===== src/hdl/rim_regs.vh =====
// Register offsets, field positions, reset values and result scaling for the rail mask and load meter
`ifndef RIM_REGS_VH
`define RIM_REGS_VH
`define RIM_ADDR_W          8
`define RIM_OFF_MASK23      8'h20
`define RIM_OFF_SEL         8'h21
`define RIM_OFF_RES_HI      8'h22
`define RIM_OFF_RES_LO      8'h23
`define RIM_BIT_R2_OC       0
`define RIM_BIT_R2_PG       2
`define RIM_BIT_R3_OC       4
`define RIM_BIT_R3_PG       6
`define RIM_MASK23_RST      8'h55
`define RIM_MASK23_WMASK    8'hDD
`define RIM_SEL_RST         8'h00
`define RIM_RES_W           10
`define RIM_LSB_MA          20
`define RIM_FULL_SCALE_MA   20000
`define RIM_RES_MAX         10'h3E8
`define RIM_READY_MASK_RST  1'b0
`endif


===== src/hdl/rim_regbank.v =====
// Rail 2/3 event mask register and load current measurement registers
`timescale 1ns/1ps
`include "rim_regs.vh"
// How it works
// - Bit 6 set blocks rail 3 goodpower interrupt
// - Bit 4 set blocks rail 3 overcurrent interrupt
// - Bit 2 set blocks rail 2 goodpower interrupt
// - Bit 0 set blocks rail 2 overcurrent interrupt
// - Raw status tracks rail regardless of mask
// - Event masks reset to one, reserved zero
// - Select bits 1:0 choose rail, reset zero
// - Every select write starts a measurement
// - High result holds bits 9:8, rest zero
// - Low result holds bits 7:0, read only
// - Result is 20 mA per LSB, 20 A max
// - Completion raises ready event unless masked
module rim_regbank (
    input  wire        clk,                   // System clock, 125 MHz
    input  wire        rst_b,                 // Async reset, active low
    input  wire        wr_en,                 // Register write strobe, one cycle
    input  wire        rd_en,                 // Register read strobe, one cycle
    input  wire [7:0]  addr,                  // Register offset
    input  wire [7:0]  wdata,                 // Write data
    output reg  [7:0]  rdata,                 // Read data, valid cycle after rd_en
    input  wire        rail2_overcurrent_in,  // Rail 2 current limit, async
    input  wire        rail2_goodpower_in,    // Rail 2 below power-good, async
    input  wire        rail3_overcurrent_in,  // Rail 3 current limit, async
    input  wire        rail3_goodpower_in,    // Rail 3 below power-good, async
    output reg  [3:0]  rail_raw,              // Raw status {r3pg,r3oc,r2pg,r2oc}
    output reg         rail2_overcurrent_event, // Unmasked rising-edge pulse
    output reg         rail2_goodpower_event, // Unmasked rising-edge pulse
    output reg         rail3_overcurrent_event, // Unmasked rising-edge pulse
    output reg         rail3_goodpower_event, // Unmasked rising-edge pulse
    input  wire        ready_irq_block,       // Ready interrupt mask, from top mask reg
    output reg         meas_start,            // Measurement start pulse
    output reg  [1:0]  meas_rail,             // Rail being measured
    input  wire        meas_done,             // Analog side done pulse
    input  wire [9:0]  meas_value,            // Analog side result, valid with done
    output reg         meas_ready_event       // Ready interrupt pulse
);
    reg  [7:0] mask_ff;
    reg  [1:0] sel_ff;
    reg  [9:0] result_ff;
    reg  [3:0] raw_prev_ff;
    wire [3:0] raw_now;
    wire [3:0] raw_chg;

    rim_sync #(.W(4)) u_sync (
        .clk   (clk),
        .rst_b (rst_b),
        .d     ({rail3_goodpower_in, rail3_overcurrent_in,
                 rail2_goodpower_in, rail2_overcurrent_in}),
        .q     (raw_now)
    );

    assign raw_chg = raw_now & ~raw_prev_ff;

    // Clamp to 20 A full scale
    function [9:0] clamp_res;
        input [9:0] v;
        begin
            clamp_res = (v > `RIM_RES_MAX) ? `RIM_RES_MAX : v;
        end
    endfunction

    always @(posedge clk or negedge rst_b)
    begin
        if (!rst_b)
        begin
            mask_ff                 <= `RIM_MASK23_RST;
            sel_ff                  <= 2'h0;
            result_ff               <= 10'h000;
            raw_prev_ff             <= 4'h0;
            rail_raw                <= 4'h0;
            rail2_overcurrent_event <= 1'b0;
            rail2_goodpower_event   <= 1'b0;
            rail3_overcurrent_event <= 1'b0;
            rail3_goodpower_event   <= 1'b0;
            meas_start              <= 1'b0;
            meas_rail               <= 2'h0;
            meas_ready_event        <= 1'b0;
            rdata                   <= 8'h00;
        end
        else
        begin
            raw_prev_ff <= raw_now;
            // Raw status ignores the mask entirely
            rail_raw    <= raw_now;
            rail2_overcurrent_event <= raw_chg[0] & ~mask_ff[`RIM_BIT_R2_OC];
            rail2_goodpower_event   <= raw_chg[1] & ~mask_ff[`RIM_BIT_R2_PG];
            rail3_overcurrent_event <= raw_chg[2] & ~mask_ff[`RIM_BIT_R3_OC];
            rail3_goodpower_event   <= raw_chg[3] & ~mask_ff[`RIM_BIT_R3_PG];
            meas_start <= 1'b0;
            if (wr_en && addr == `RIM_OFF_MASK23)
                mask_ff <= wdata & `RIM_MASK23_WMASK;
            if (wr_en && addr == `RIM_OFF_SEL)
            begin
                sel_ff     <= wdata[1:0];
                meas_rail  <= wdata[1:0];
                meas_start <= 1'b1;
            end
            // Result only moves on completion so both halves stay coherent
            if (meas_done)
                result_ff <= clamp_res(meas_value);
            meas_ready_event <= meas_done & ~ready_irq_block;
            if (rd_en)
            begin
                case (addr)
                    `RIM_OFF_MASK23: rdata <= mask_ff;
                    `RIM_OFF_SEL:    rdata <= {6'h00, sel_ff};
                    `RIM_OFF_RES_HI: rdata <= {6'h00, result_ff[9:8]};
                    `RIM_OFF_RES_LO: rdata <= result_ff[7:0];
                    default:         rdata <= 8'h00;
                endcase
            end
        end
    end
endmodule // rim_regbank


===== src/hdl/rim_sync.v =====
// Three-stage synchroniser; a change counts once stages two and three agree
`timescale 1ns/1ps
module rim_sync #(
    parameter W = 4
) (
    input  wire         clk,   // System clock
    input  wire         rst_b, // Async reset, active low
    input  wire [W-1:0] d,     // Asynchronous inputs
    output reg  [W-1:0] q      // Filtered, synchronised level
);
    reg [W-1:0] s1_ff;
    reg [W-1:0] s2_ff;
    reg [W-1:0] s3_ff;

    always @(posedge clk or negedge rst_b)
    begin
        if (!rst_b)
        begin
            s1_ff <= {W{1'b0}};
            s2_ff <= {W{1'b0}};
            s3_ff <= {W{1'b0}};
            q     <= {W{1'b0}};
        end
        else
        begin
            s1_ff <= d;
            s2_ff <= s1_ff;
            s3_ff <= s2_ff;
            // Per bit: update only when the last two stages match
            q     <= (s2_ff & s3_ff) | (q & (s2_ff ^ s3_ff));
        end
    end
endmodule // rim_sync


===== config.mk =====
export PLATFORM = sky130hd
export DESIGN_NAME = rim_regbank
export DESIGN_NICKNAME = d
export VERILOG_FILES = /design/src/hdl/rim_regbank.v /design/src/hdl/rim_sync.v
export VERILOG_INCLUDE_DIRS = /design/src /design/src/hdl
export SDC_FILE = /design/constraint.sdc
export NUM_CORES = 1
export LEC_CHECK = 0
export ABC_AREA = 1
export BUFFER_PORTS_ARGS = -buffer_cell sky130_fd_sc_hd__buf_2
export CELL_PAD_IN_SITES_DETAIL_PLACEMENT = 2
export CELL_PAD_IN_SITES_GLOBAL_PLACEMENT = 2
export CORE_MARGIN = 2
export CORE_UTILIZATION = 31
export CTS_CLUSTER_SIZE = 10
export DETAILED_ROUTE_END_ITERATION = 6
export GPL_ROUTABILITY_DRIVEN = 0
export PLACE_DENSITY_LB_ADDON = 0.1
export RECOVER_POWER = 100
export REMOVE_ABC_BUFFERS = 1
export SLEW_MARGIN = 25
export SYNTH_ARGS = -nofsm -noshare
export SYNTH_HDL_FRONTEND = slang
export SYNTH_SLANG_ARGS = --single-unit

===== constraint.sdc =====
create_clock -name clk -period 1.3 [get_ports clk]
set_input_delay 0.13 -clock clk [delete_from_list [all_inputs] [get_ports clk]]
set_output_delay 0.13 -clock clk [all_outputs]
set_load 0.02 [all_outputs]

; Yosys cells after proc, flatten, opt, wreduce, memory -nomap -nowiden
; Index checks and enable logic that the tools add are counted.
[word_totals]
elab_cells = 41
output_inout_bits = 20
reg_bits = 52
inputBits = 36
[classes]
n_lt_le_gt_ge = 1
muxes = 3
n_eq_ne = 4
n_bitwise = 16
n_reduce_logical = 2
[op_table]
columns = op, count
row1 = $eq A8 B6 Y1 const B, 4
row2 = $pmux W8 S4, 1
row3 = $and A4 B4 Y4, 3
row4 = $gt A10 B10 Y1 const B, 1
row5 = $mux W10, 1
row6 = $and A1 B1 Y1, 5
row7 = $not A1 Y1, 5
row8 = $not A4 Y4, 1
row9 = $or A4 B4 Y4, 1
row10 = $xor A4 B4 Y4, 1
row11 = $logic_and A1 B1 Y1, 2
row12 = $mux W1, 1

; Logic depth before layout (Yosys ltp)
[depth]
word_depth = 3
mapped_depth = 10
ltp_nobuf = 9

; By module
; Synthesis repeated with hierarchy kept, for this count alone.
[hier_totals]
hier_cells = 211
area_unflattened_um2 = 2100.8
[modules_own_cells]
columns = module, area_per_inst_um2, cells_per_inst, seq_area_each_um2, instances
row1 = rim_regbank, 1605.3, 179, 905.9, 1
row2 = rim_sync, 495.5, 32, 400.4, 1

; Least setup slack after synthesis
; OpenSTA, ideal clock, no wires.
[synth_timing]
kind = flip-flop to flip-flop
start = reg u_sync.s3_ff[0]
end = reg u_sync.q[0]
synth_period_minus_slack_ps = 899
stages_incl_launch_ff = 3
arrival_ps = 781
slack_ps = 401
n_path_buf = 0
setup_ps = 118
required_time_ps = 1182
path_cell_list = dfrtp_1 ha_1 a21o_1
[synth_between]
elab_chain_cells = 3
word_cells_on_any_way = 4
cone_classes = 4 x bitwise
[synth_lines]
columns = item, line_no
row1 = start: declaration, rim_sync.v:13  ; reg [W-1:0] s3_ff;
row2 = start signal: assignment, rim_sync.v:21  ; s3_ff <= {W{1'b0}};
row3 = $xor A4 B4 Y4, rim_sync.v:30  ; q <= (s2_ff & s3_ff) | (q & (s2_ff ^ s3_ff));
row4 = $and A4 B4 Y4, rim_sync.v:30
row5 = $or A4 B4 Y4 (*), rim_sync.v:30
row6 = end signal: assignment, rim_sync.v:22  ; q <= {W{1'b0}};
row7 = end signal: assignment, rim_sync.v:30
row8 = end: declaration, rim_sync.v:9  ; output reg [W-1:0] q
; Mark *: on every way between the ends. The rest lies on a longest branch, timed or not.
; A chain may end at the register's enable or synchronous reset.

==> impl_summary.log <==
[metrics] min cycle time layout: 1.08 ns
[metrics] Overflow after GRT: 0
[metrics] maximum clock path buffer count: 2
[metrics] number of input and output port buffers inserted: 54
[metrics] post-synthesis average cell area: 10.3 µm²
[metrics] post-DR wirelength/cell: 13.8 µm
[metrics] required arrival time at the worst endpoint: 1.17 ns
[metrics] starting density of the core: 0.324
[metrics] die outline area: 7430 µm²
[metrics] largest stage delay on the critical path: 0.39 ns
[metrics] number of pins with negative max-slew slack in the final report: 0
[metrics] floorplan row count: 29
[metrics] type of the worst min-delay path: input port to flip-flop
[metrics] Horiz. Die Dim: 86.2 µm
[metrics] CTS tree: yes
[metrics] xor and xnor area share after synthesis: 0
[metrics] hold path start: wdata[1]
[metrics] Antenna diodes: 0
[metrics] simple-gate portion of the synthesized area: 0.211
[metrics] overall die height: 86.2 µm
[metrics] net count reported at finish: 309
[metrics] transition time of the tightest slew-check pin: 0.507 ns
[metrics] drc violations: 0
[metrics] total count of hold-check failures in the final report: 0
[metrics] clock buffer count from CTS: 5
[metrics] area of the core region: 6460 µm²
[metrics] crit-path max FO: 3
[metrics] half-perimeter wire length after detailed placement: 3670 µm
[metrics] net switching fraction of the power: 0.242
[metrics] detailed-route via count: 1588
[metrics] count of routing violations after the opening detailed-route iteration: 48
[metrics] critical path endpoint category: output pin
[metrics] htree depth: 2
[metrics] overall track demand over capacity in global routing: 0.142
[metrics] cell area after synthesis: 2100 µm²
[metrics] proportion of netlist area held by the largest area contributor: 0.573
[metrics] setup repair after global routing missed its margin: no
[metrics] buffers plus inverters on the worst setup path: 1
[metrics] flop and latch count out of synthesis: 52
[metrics] arrival time at the worst endpoint: 0.95 ns
[metrics] startpoint types: flip-flop
[metrics] net switching power figure: 0.000790 W
[metrics] combinational power share: 0.098
[metrics] largest area contributor in the netlist: sky130_fd_sc_hd__dfrtp_1
[metrics] post-detailed-route count of antenna-violating nets: 0
[metrics] cell chosen for the clock root: sky130_fd_sc_hd__clkbuf_8
[metrics] Pleak: 1.37 nW
[metrics] IO Count: 56
[metrics] destination of the worst hold path: sel_ff[1]
[metrics] achievable clock frequency: 924 MHz
[metrics] cell internal pwr: 0.00247 W
[metrics] count of cells along the worst hold path: 3
[metrics] result of the run: finished, final reports clean
[metrics] Synth Warn #: 0
[metrics] Rel. slew slack: 0.662
[metrics] adder and majority cell fraction of the synthesized area: 0.0239
[metrics] proportion of synthesized flip-flops having asynchronous set or reset: 1.00
[metrics] source of the worst register-to-register timing path: mask_ff[4]
[metrics] top area cells in the synthesized netlist: sky130_fd_sc_hd__dfrtp_1, sky130_fd_sc_hd__nand2_1, sky130_fd_sc_hd__dfstp_2
[metrics] fin area: 2620 µm²
[metrics] CTS resizes: 0
[metrics] clock group share of total power: 0.360
[metrics] via density per instance: 4.58
[metrics] kind of critical path: flip-flop to output pin
[metrics] dominant combinational cell family by area after synthesis: simple AND/OR/NAND/NOR gates
[metrics] depth of the most critical reg-to-reg path: 4
[metrics] largest vdd supply drop: 0.000630 V
[metrics] vias in the first global route: 1742
[metrics] first-pass GRT wire length: 8210 µm
[metrics] slowest CP cell: sky130_fd_sc_hd__dfrtp_1
[metrics] final period utilization: 0.833
[metrics] cell area reported after detailed placement: 2490 µm²
[metrics] Clock transition at path regs: 0.09 ns
[metrics] endpoint of the worst-slack reg-to-reg timing path: rdata[4]
[metrics] category of cells accounting for the largest share of critical-path delay: flip-flops
[metrics] power density of the placed cells: 1250 nW/µm²
[metrics] total wirelength of the detailed-routed design: 4780 µm
[metrics] synthesized-area fraction occupied by ao, oa, aoi and oai cells: 0.0794
[metrics] layout overhead on the synthesized area: 25.1%
[metrics] Worst R2R Setup Slack: 0.36 ns
[metrics] distinct cell type count of the synthesized netlist: 29
[metrics] clock latency at the later pin of the worst-skew pair: 0.31 ns
[metrics] sequential fraction of the synthesis area: 0.623
[metrics] multiplexer fraction of the synthesized cell area: 0
[metrics] clock sink total: 52
[metrics] cells after synthesis: 204
[metrics] share of post-route cells with drive strength above 1: 0.230
[metrics] critical path cell sequence: clkbuf_1
[metrics] initial antenna violation count: 0
[metrics] Seq pwr share: 0.542
[metrics] number of max-cap violations: 0
[metrics] Filler cells: 754
[metrics] Setup violations, final: 0
[metrics] Most used DFF post-synth: sky130_fd_sc_hd__dfrtp_1
[metrics] post-route setup TNS: 0 ns
[metrics] Fin Clk Skew: 0.00536 ns
[metrics] maximum number of pins on one net before global-route repair: 23
[metrics] number of detailed-route iterations in the first pass: 3
[metrics] Post-synth EDFFs: 0
[synth_stat cells (2+ instances only)]
cell type / count
sky130_fd_sc_hd__nand2_1: 60
sky130_fd_sc_hd__dfrtp_1: 48
sky130_fd_sc_hd__inv_1: 19
sky130_fd_sc_hd__nand3_1: 13
sky130_fd_sc_hd__nor2_1: 7
sky130_fd_sc_hd__nor2_2: 5
sky130_fd_sc_hd__o21ai_1: 5
sky130_fd_sc_hd__a21o_1: 4
sky130_fd_sc_hd__dfstp_2: 4
sky130_fd_sc_hd__ha_1: 4
sky130_fd_sc_hd__o21ai_0: 4
sky130_fd_sc_hd__a21oi_2: 3
sky130_fd_sc_hd__inv_2: 3
sky130_fd_sc_hd__nand2_2: 3
sky130_fd_sc_hd__o21ai_2: 3
sky130_fd_sc_hd__o22ai_1: 3
sky130_fd_sc_hd__buf_2: 2
sky130_fd_sc_hd__nand2_4: 2
sky130_fd_sc_hd__nor3b_1: 2
[state kept, by name, summed over array words and instances, names as in the netlist, 2 cells and up]
| register | cells |
|---|---|
| sel_ff | 2 |
| result_ff | 10 |
| u_sync.s3_ff | 4 |
| mask_ff | 6 |
| raw_prev_ff | 4 |
| rdata | 8 |
| u_sync.s1_ff | 4 |
| u_sync.q | 4 |
| u_sync.s2_ff | 4 |
[routing by layer]
layer / share of wire / GRT usage / wire [µm]
met4: 0.015 / 0.0511 / 71
met5: 0 / 0 / 0
met1: 0.45 / 0.179 / 2160
met2: 0.49 / 0.242 / 2340
met3: 0.042 / 0.0305 / 200
[worst max path at each step]
| stage | from | endpoint | slack, ns | cells after the start |
|---|---|---|---|---|
| 2_1_floorplan | addr[4] | sel_ff[0] | 0.18 | 6 |
| 3_3_place_gp | addr[4] | sel_ff[0] | 0.16 | 8 |
| 3_5_place_dp | addr[4] | sel_ff[0] | 0.12 | 8 |
| 6_report | sel_ff[0] | meas_rail[0] | 0.22 | 1 |
| 4_1_cts | sel_ff[0] | meas_rail[0] | 0.26 | 1 |
| 5_1_grt | addr[4] | rdata[6] | 0.13 | 11 |
[power groups by stage]
stage | combinational [W] | clock, W | sequential, W
after global routing | 0.000362 | 0.00129 | 0.00179
after CTS | 0.000344 | 0.00122 | 0.00177
after detailed placement | 0.000328 | 0 | 0.00181
after global placement | 0.000320 | 0 | 0.00180
after floorplan | 0.000108 | 0 | 0.00183
final | 0.000319 | 0.00118 | 0.00177
[layout by cell type, fill, tap and decap left out, drive strengths merged]
cell / synthesis / final
buf: 4 / 36
ha: 4 / 4
and3: 1 / 1
o21ai: 12 / 12
dfstp: 4 / 4
nand2: 66 / 66
dlygate4sd3: 0 / 6
o21a: 1 / 1
inv: 22 / 22
nor2: 13 / 13
o22ai: 3 / 3
dfrtp: 48 / 48
clkbuf: 1 / 27
nor3b: 2 / 2
nand3: 13 / 13
o31ai: 1 / 1
a21o: 4 / 4
a21oi: 4 / 4
bufinv: 0 / 1
clkinv: 1 / 2
[through the flow]
step / util / hold WS (ns) / cells / power [W] / worst slack (ns)
after floorplan: - / -0.166 / 199 / 0.00194 / 0.176
after global placement: 0.386 / 0.101 / 333 / 0.00212 / 0.165
after detailed placement: 0.386 / 0.115 / 333 / 0.00213 / 0.115
after CTS: 0.414 / 0.0286 / 347 / 0.00334 / 0.263
after global routing: 0.406 / 0.0349 / 347 / 0.00344 / 0.134
final: 0.406 / 0.0361 / 347 / 0.00327 / 0.218
[final cells by class]
type | count | area (µm²) | area share
clock buffer | 6 | 82.6 | 0.0315
sequential | 52 | 1310 | 0.498
multi-input combinational | 124 | 634 | 0.242
clock inverter | 2 | 38.8 | 0.0148
timing repair buffer | 63 | 365 | 0.139
inverter | 23 | 98.8 | 0.0377
tap | 77 | 96.3 | 0.0367
[what timing repair did]
action | in CTS | in global routing
setup buffers | 0 | 0
hold buffers | 6 | 0
hold endpoints to repair | 20 | 0
[cell families after synthesis]
logic type	Yosys count
buffers and inverters	28
adder cells (fa/ha/maj)	4
AO/OA/AOI/OAI	25
AND/OR/NAND/NOR	95
flip-flops	52
[tightest hold or removal path: cells and delay by family]
family / cells / cell delay, ns
AND/OR/NAND/NOR: 1 / 0.04
buffers and inverters: 1 / 0.08
AO/OA/AOI/OAI: 1 / 0.06
Power figures use the tool's default switching activity.
